==> src/logic/rai_pkg.sv <==
// remote alarm generator constants and types
// assumes a 25 MHz clock and frame timing pulses from the framer
package rai_pkg;
   // register byte addresses (status is ours)
   localparam logic [11:0] CTRL_ADDR = 12'h108;
   localparam logic [11:0] STAT_ADDR = 12'h10C;
   localparam logic [7:0] CTRL_RST = 8'h00;
   // control field positions
   localparam int RULE_BIT = 7;
   localparam int PULSE_BIT = 6;
   localparam int FMT_LSB = 4;
   // format select codes
   localparam logic [1:0] FMT_OFF = 2'h0;
   localparam logic [1:0] FMT_STD = 2'h1;
   localparam logic [1:0] FMT_JSF = 2'h2;
   localparam logic [1:0] FMT_JESF = 2'h3;
   // data link pattern
   localparam logic [7:0] PAT_REPEAT = 8'hFF;
   localparam logic [15:0] PAT_STD = 16'hFF00;
   localparam logic [15:0] PAT_ONES = 16'hFFFF;
   // hold-off: one second in 125 us frames
   localparam int ONE_SECOND_US = 1000000;
   localparam int FRAME_US = 125;
   localparam int HOLD_FRAMES = ONE_SECOND_US / FRAME_US;
   localparam logic [11:0] UNUSED_LIM = 12'h000;
   // framing modes
   typedef enum logic [1:0] {
      MODE_SF = 2'h0,
      MODE_N = 2'h1,
      MODE_ESF = 2'h2,
      MODE_DIGITAL_DATA = 2'h3
   } rai_mode_t;
   // one-hot alarm states
   typedef enum logic [2:0] {
      ST_IDLE = 3'h1,
      ST_SEND = 3'h2,
      ST_HOLD = 3'h4
   } rai_state_t;
   // frame timing strobes
   typedef struct packed {
      logic frame_start;
      logic dl_slot;
   } rai_timing_t;
   // alarm overrides toward the transmit framer
   typedef struct packed {
      logic bit2_zero;
      logic ybit_zero;
      logic fs12_one;
      logic dl_active;
      logic dl_bit;
   } rai_out_t;
endpackage

==> src/logic/rai_pat_gen.sv <==
// data link pattern shifter, msb first, one bit per slot
// assumes step pulses one cycle per data link bit slot
`timescale 1ns/100ps
`default_nettype none
module rai_pat_gen (
   input wire logic clk,
   input wire logic rst_b,
   input wire logic ce,
   input wire logic load,
   input wire logic ones_only,
   input wire logic step,
   output logic dl_bit,
   output logic pat_done
);
   // shifter state
   typedef struct packed {
      logic [3:0] cnt;
      logic ones;
      logic bit_q;
   } rai_pg_t;
   rai_pg_t pg_ff;
   rai_pg_t nxt_pg;
   logic [15:0] pat;

   // choose the 16-bit word
   assign pat = pg_ff.ones ? rai_pkg::PAT_ONES : rai_pkg::PAT_STD;
   // last bit of a word leaves now: the index has wrapped, lsb waiting
   assign pat_done = ce & step & (pg_ff.cnt == 4'h0);
   assign dl_bit = pg_ff.bit_q;

   // next state
   always_comb begin
      nxt_pg = pg_ff;
      if (load) begin
         // restart on a word boundary; msb preloaded so the first slot never shows a stale bit
         nxt_pg.cnt = 4'h1;
         nxt_pg.ones = ones_only;
         nxt_pg.bit_q = ones_only ? rai_pkg::PAT_ONES[15] : rai_pkg::PAT_STD[15];
      end else if (step) begin
         // bit_q leads: it holds the bit for the coming slot
         nxt_pg.bit_q = pat[~pg_ff.cnt];
         nxt_pg.cnt = pg_ff.cnt + 4'h1;
      end
   end

   // register with freeze
   always_ff @(posedge clk) begin
      if (!rst_b) begin
         pg_ff <= '0;
      end else if (ce) begin
         pg_ff <= nxt_pg;
      end
   end
endmodule
`default_nettype wire

==> src/logic/rai_hold_timer.sv <==
// frame counting hold-off timer
// assumes tick pulses once per transmit frame
`timescale 1ns/100ps
`default_nettype none
module rai_hold_timer #(
   parameter int LIMIT = rai_pkg::HOLD_FRAMES
) (
   input wire logic clk,
   input wire logic rst_b,
   input wire logic ce,
   input wire logic start,
   input wire logic tick,
   output logic busy
);
   localparam int W = $clog2(LIMIT + 1);
   // a zero length would never clear busy
   if (LIMIT < 1) begin : g_chk
      $error("LIMIT must be at least 1");
   end
   // timer state
   typedef struct packed {
      logic busy;
      logic [W-1:0] cnt;
   } rai_ht_t;
   rai_ht_t ht_ff;
   rai_ht_t nxt_ht;
   assign busy = ht_ff.busy;

   // restart wins over counting
   always_comb begin
      nxt_ht = ht_ff;
      if (start) begin
         nxt_ht.busy = 1'b1;
         nxt_ht.cnt = '0;
      end else if (tick && ht_ff.busy) begin
         nxt_ht.cnt = ht_ff.cnt + W'(1);
         if (ht_ff.cnt == W'(LIMIT - 1)) begin
            nxt_ht.busy = 1'b0;
         end
      end
   end

   // register with freeze
   always_ff @(posedge clk) begin
      if (!rst_b) begin
         ht_ff <= '0;
      end else if (ce) begin
         ht_ff <= nxt_ht;
      end
   end
endmodule
`default_nettype wire

==> src/logic/rai_gen.sv <==
// transmit remote alarm generator with apb control
// assumes framer timing strobes synchronous to clk
`timescale 1ns/100ps
`default_nettype none
module rai_gen #(
   parameter int HOLD_FRAMES = rai_pkg::HOLD_FRAMES
) (
   input wire logic clk,
   input wire logic rst_b,
   input wire logic ce,
   input wire logic psel,
   input wire logic penable,
   input wire logic pwrite,
   input wire logic [11:0] paddr,
   input wire logic [31:0] pwdata,
   output logic [31:0] prdata,
   output logic pready,
   output logic pslverr,
   input wire rai_pkg::rai_mode_t framing_mode,
   input wire rai_pkg::rai_timing_t timing,
   output rai_pkg::rai_out_t rai_out
);
   // whole block state
   typedef struct packed {
      logic [7:0] ctrl;
      logic en_prev;
      rai_pkg::rai_state_t st;
      logic [7:0] pat_cnt;
      logic [31:0] rdata;
      logic bit2_zero;
      logic ybit_zero;
      logic fs12_one;
      logic dl_active;
   } rai_st_t;
   rai_st_t st_ff;
   rai_st_t nxt_st;

   // address decode, one-hot {status, control}
   function automatic logic [1:0] reg_sel(
      input logic [11:0] a
   );
      reg_sel = {a == rai_pkg::STAT_ADDR,
         a == rai_pkg::CTRL_ADDR};
   endfunction

   logic [1:0] sel; // decoded address
   logic wr_ctrl; // control write at access
   logic en; // pulse enable bit
   logic rise; // enable went high
   logic rule; // gap enforced
   logic [1:0] fmt; // format select
   logic esf; // ESF framing now
   logic hold_busy; // gap timer running
   logic pat_done; // word finished
   logic step; // shift one dl bit
   logic start_evt; // alarm begins
   logic end_evt; // alarm ends
   logic load; // reset the shifter
   logic snd; // next state sends
   logic dl_bit; // shifter output

   // control fields
   assign en = st_ff.ctrl[rai_pkg::PULSE_BIT];
   assign rule = st_ff.ctrl[rai_pkg::RULE_BIT];
   assign fmt = st_ff.ctrl[rai_pkg::FMT_LSB +: 2];
   assign rise = en & ~st_ff.en_prev;
   assign esf = framing_mode == rai_pkg::MODE_ESF;

   // apb slave: zero wait states, frozen by ce
   assign sel = reg_sel(paddr);
   assign pready = ce;
   assign pslverr = psel & penable & ~(|sel);
   assign wr_ctrl = psel & penable & pwrite & sel[0];
   assign prdata = st_ff.rdata;

   // data link bits only while sending ESF
   assign step = timing.dl_slot & esf
      & (st_ff.st == rai_pkg::ST_SEND);

   // dl pattern shifter
   rai_pat_gen u_pat (
      .clk(clk),
      .rst_b(rst_b),
      .ce(ce),
      .load(load),
      .ones_only(fmt == rai_pkg::FMT_JESF),
      .step(step),
      .dl_bit(dl_bit),
      .pat_done(pat_done)
   );

   // one second gap, counted in frames
   rai_hold_timer #(
      .LIMIT(HOLD_FRAMES)
   ) u_hold (
      .clk(clk),
      .rst_b(rst_b),
      .ce(ce),
      .start(end_evt),
      .tick(timing.frame_start),
      .busy(hold_busy)
   );

   // outputs from flip-flops, dl_bit gated by the dl_active flop
   assign rai_out = '{
      bit2_zero: st_ff.bit2_zero,
      ybit_zero: st_ff.ybit_zero,
      fs12_one: st_ff.fs12_one,
      dl_active: st_ff.dl_active,
      dl_bit: dl_bit & st_ff.dl_active
   };

   // next state of the whole block
   always_comb begin
      nxt_st = st_ff;
      start_evt = 1'b0;
      end_evt = 1'b0;
      load = 1'b0;
      nxt_st.en_prev = en;
      // software write to control
      if (wr_ctrl) begin
         nxt_st.ctrl = pwdata[7:0];
      end
      // read data latched in setup phase
      if (psel && !penable) begin
         unique case (sel)
            2'h1: nxt_st.rdata = {24'h0, st_ff.ctrl};
            2'h2: nxt_st.rdata = {21'h0, en, hold_busy,
               st_ff.st == rai_pkg::ST_SEND,
               st_ff.pat_cnt};
            default: nxt_st.rdata = 32'h0;
         endcase
      end
      unique case (st_ff.st)
         // wait for a request
         rai_pkg::ST_IDLE: begin
            // ESF waits for format and enable, others for format
            if (fmt != rai_pkg::FMT_OFF
               && (!esf || en)) begin
               start_evt = 1'b1;
               load = 1'b1;
               nxt_st.pat_cnt = 8'h00;
               nxt_st.st = rai_pkg::ST_SEND;
            end
         end
         // alarm on the line
         rai_pkg::ST_SEND: begin
            if (fmt == rai_pkg::FMT_OFF) begin
               end_evt = 1'b1;
            end else if (esf
               && fmt == rai_pkg::FMT_JSF) begin
               // any length, tracks enable
               end_evt = ~en;
            end else if (esf) begin
               if (rise) begin
                  // extend by another 255 words
                  nxt_st.pat_cnt = 8'h00;
               end else if (pat_done
                  && st_ff.pat_cnt != rai_pkg::PAT_REPEAT) begin
                  // saturates while enable stays high
                  nxt_st.pat_cnt = st_ff.pat_cnt + 8'h01;
               end
               // stop only on a word boundary
               if (pat_done && !en && !rise
                  && st_ff.pat_cnt >=
                  rai_pkg::PAT_REPEAT - 8'h01) begin
                  end_evt = 1'b1;
               end
            end
            if (end_evt) begin
               nxt_st.st = rai_pkg::ST_HOLD;
            end
         end
         // gap before the next alarm
         rai_pkg::ST_HOLD: begin
            // gap skipped when not enforced
            if (!rule || !hold_busy) begin
               nxt_st.st = rai_pkg::ST_IDLE;
            end
         end
         default: begin
            // illegal code recovers to idle
            nxt_st.st = rai_pkg::ST_IDLE;
         end
      endcase
      // line overrides follow the next state
      snd = nxt_st.st == rai_pkg::ST_SEND;
      nxt_st.bit2_zero = snd && fmt[0]
         && (framing_mode == rai_pkg::MODE_SF
         || framing_mode == rai_pkg::MODE_N);
      nxt_st.ybit_zero = snd && fmt != rai_pkg::FMT_OFF
         && framing_mode
         == rai_pkg::MODE_DIGITAL_DATA;
      nxt_st.fs12_one = snd && fmt == rai_pkg::FMT_JSF
         && framing_mode == rai_pkg::MODE_SF;
      nxt_st.dl_active = snd && esf;
   end

   // register with freeze
   always_ff @(posedge clk) begin
      if (!rst_b) begin
         st_ff <= '{
            ctrl: rai_pkg::CTRL_RST,
            en_prev: 1'b0,
            st: rai_pkg::ST_IDLE,
            pat_cnt: 8'h00,
            rdata: 32'h0,
            bit2_zero: 1'b0,
            ybit_zero: 1'b0,
            fs12_one: 1'b0,
            dl_active: 1'b0
         };
      end else if (ce) begin
         st_ff <= nxt_st;
      end
   end

   logic sending; // helper for checks
   assign sending = st_ff.st == rai_pkg::ST_SEND;
endmodule
`default_nettype wire

==> config.mk <==
export PLATFORM = sky130hd
export DESIGN_NAME = rai_gen
export DESIGN_NICKNAME = d
export VERILOG_FILES = /design/src/logic/rai_pkg.sv /design/src/logic/rai_pat_gen.sv /design/src/logic/rai_hold_timer.sv /design/src/logic/rai_gen.sv
export SDC_FILE = /design/constraint.sdc
export NUM_CORES = 1
export LEC_CHECK = 0
export BUFFER_PORTS_ARGS = -buffer_cell sky130_fd_sc_hd__buf_4
export CAP_MARGIN = 15
export CORE_MARGIN = 2
export CORE_UTILIZATION = 35
export CTS_BUF_LIST = sky130_fd_sc_hd__clkbuf_8
export DETAILED_ROUTE_END_ITERATION = 12
export HOLD_SLACK_MARGIN = 0.06
export MAX_ROUTING_LAYER = met4
export PLACE_DENSITY = 0.62
export SYNTH_ARGS = -nofsm -noshare
export SYNTH_HDL_FRONTEND = slang
export SYNTH_SLANG_ARGS = --single-unit
==> constraint.sdc <==
create_clock -name clk -period 1.9 [get_ports clk]
set_input_delay 0 -clock clk [delete_from_list [all_inputs] [get_ports clk]]
set_output_delay 0 -clock clk [all_outputs]
set_load 0.01 [all_outputs]
==> results.py <==
metrics = {
    "outcome": {
        "outcome": "finished, final reports clean",
    },
    "synthesis": {
        "synth_area_per_cell_sq_um": 8.46,
        "async_flop_share": 0,
        "netlist_instances": 354,
        "ys_warn_count": 0,
        "syn_area_sq_um": 2990,
        "synthFlopType": "dfxtp_1",
        "synth_edf_count": 0,
        "yosysSeqAreaShare": 0.368,
        "synth.distinct_cells": 54,
        "ys_ff_latch": 55,
    },
    "clocking": {
        "path_clk_slew_ns": 0.09,
        "numCtsBuffers": 5,
        "cts_tree": "yes",
        "clk_latency_ns": 0.31,
        "htreeDepth": 2,
        "cts.sinks": 55,
        "cts.path.max_buffers": 2,
        "cts-root-buf": "clkbuf_8",
    },
    "place": {
        "dp_hpwl_microns": 4790,
        "portBuffers": 47,
        "place_ws_ns": 0.0115,
        "gp_congestion": 0.824,
    },
    "timing": {
        "setup_viol": 0,
        "rsz0062_at_grt": "yes",
        "tightest_slew_ns": 0.636,
        "hold_viol_final": 0,
        "fmax_ghz": 0.553,
        "fin_crit_sh": 0.953,
        "slew_violations": 0,
        "finClkSkew_ns": 0.00686,
        "min_period_ns": 1.81,
        "relSlewSlack": 0.574,
        "layout_setup_ws_ns": 0.0900,
    },
    "global_routing": {
        "grt-ovfl-total": 0,
        "grt_pass1_wl_microns": 10200,
        "grt_pass1_vias": 2156,
        "antenna_found_initial": 0,
        "grt_use_total": 0.144,
        "grt_max_degree": 27,
    },
    "setup_path": {
        "reg2regPathDepth": 6,
        "crit_family": "simple AND/OR/NAND/NOR gates",
        "cp_slowest_stage_delay_ns": 0.47,
        "crit_fanout": 5,
        "arrival_ns": 2.06,
        "cp.depth": 6,
        "slowest_stage": "or4_4",
        "crit_type": "register to register",
        "crit_chain": "nand4bb_4, nor4_4, a311oi_2, buf_6, or4_4, a21oi_2",
        "startpoint_type": "register",
        "cp-end-kind": "register",
        "crit_buf_inv": 1,
        "r2r_slack_ns": 0.09,
        "required_ns": 2.15,
    },
    "power": {
        "p_total_mw": 1.92,
        "vdd_drop_max_v": 0.000238,
        "p_leak_nw": 1.50,
        "power_density_nw_per_um2": 527,
    },
    "finish": {
        "n_fill_cell": 832,
        "seq_area_sq_um": 1100,
        "multiInputGateArea_sq_um": 1600,
        "area_delta_synth_final_pct": 21.4,
        "layout_commonest_cell": "buf_4",
        "drive_above_1_share": 0.236,
        "antenna_cells": 0,
        "layout_common_cells": "buf_4, dfxtp_1, nor2_1, nand2_1, a21oi_1",
        "finalNetCount": 477,
    },
    "drt": {
        "drc": 0,
        "drt_iter0_markers": 86,
        "dr.pass1.iters": 4,
        "drtAntennaViolNets": 0,
        "wl_microns": 6450,
        "vias": 2484,
        "wl_per_cell_microns": 12.4,
        "viasPerCell": 4.77,
    },
    "hold_path": {
        "hold_path.class": "primary input to register",
        "whs_path_depth": 4,
    },
    "job": {
        "drv_cap": 0,
    },
    "floorplan": {
        "ioPinCount": 93,
        "start_util": 0.363,
        "die_w_microns": 96.5,
        "die_h_microns": 96.5,
        "die-area_sq_um": 9310,
        "std_cell_rows": 33,
        "core_area_sq_um": 8260,
    },
}
-- cell families after synthesis --
kind of cell	after synthesis	synth area share
xor+xnor	15	0.0439
fa+ha+maj	8	0.0334
flops	55	0.368
mux	9	0.0301
compound gates	57	0.119
other cells	1	0.00125
simple gates	149	0.279
buf+inv	60	0.126
-- layer usage --
metal | GRT usage | wire length, microns
met4 | 0.0434 | 88
met2 | 0.221 | 3120
met1 | 0.190 | 3060
met3 | 0.0310 | 185
met5 | - | 0
-- worst min-delay path, delay by kind of cell --
family,cells,cell delay [ns]
compound gates,1,0.06
buf+inv,1,0.15
simple gates,2,0.18
-- cell usage after synthesis (2+ instances only) --
cell type	instances	share of area
nand3_1	19	0.032
nor2_1	35	0.044
o21ai_0	11	0.018
a311oi_1	2	0.0059
nor3b_1	2	0.0050
nand2b_1	6	0.013
nor2b_1	2	0.0042
xor2_1	7	0.020
buf_1	2	0.0025
nor3_1	7	0.012
inv_1	8	0.010
nand4_1	8	0.017
or3_1	5	0.010
nand4b_1	2	0.0059
a21oi_1	25	0.042
buf_4	38	0.095
nor4_4	2	0.014
and3_1	6	0.013
and4_1	3	0.0088
ha_1	8	0.033
dfxtp_1	55	0.37
xnor2_1	8	0.023
and2_1	2	0.0042
mux2i_1	9	0.030
or4_1	2	0.0050
or2_2	4	0.0084
buf_2	2	0.0033
a22o_1	8	0.023
o31ai_1	2	0.0050
clkbuf_1	8	0.010
nand2_1	33	0.041
-- final timing paths --
kind,start,endpoint
hold / removal,ce,rai_out[2]
hold reg to reg,prdata[6],prdata[6]
setup reg to reg,st_ff[44],st_ff[42]
setup / recovery,st_ff[44],st_ff[42]
-- stage by stage --
stage / setup TNS, ns / hold slack [ns] / cell area [sq um] / instances / utilization
2_1_floorplan: 0 / 0.0619 / 3070 / 374 / -
3_3_place_gp: 0 / 0.227 / 3370 / 496 / 0.408
3_5_place_dp: 0 / 0.220 / 3370 / 496 / 0.408
4_1_cts: 0 / 0.124 / 3580 / 517 / 0.433
5_1_grt: -0.0227 / 0.158 / 3630 / 521 / 0.440
6_report: 0 / 0.134 / 3630 / 521 / 0.440
-- registers in the layout, indices dropped and copies added (netlist names), 2 cells and up --
signal / count
u_pat.pg_ff: 5
fmt: 2
prdata: 11
u_hold.ht_ff: 13
st_ff: 16
rai_out: 4
-- final cells by class --
| type | instances | share of cell area |
|---|---|---|
| multi-input cells | 259 | 0.440 |
| repair buffers | 85 | 0.188 |
| clock buffers | 5 | 0.0189 |
| flip-flops and latches | 55 | 0.304 |
| inverters | 9 | 0.00930 |
| clock inverters | 3 | 0.00344 |
| well taps | 105 | 0.0362 |
-- timing repair --
action | 4_1_cts | 5_1_grt
gates cloned | 0 | 1
endpoints found under the hold margin | 17 | 0
pin swaps | 1 | 4
gates resized for setup | 0 | 7
setup buffers | 1 | 3
endpoints found under the setup margin | 1 | 5
hold buffers | 12 | 0
-- power by group --
part           internal (mW)  switching [mW]
clock                  0.249           0.363
sequential              1.15      0.00000300
combinational         0.0745          0.0783
(Power assumes the default switching activity.)
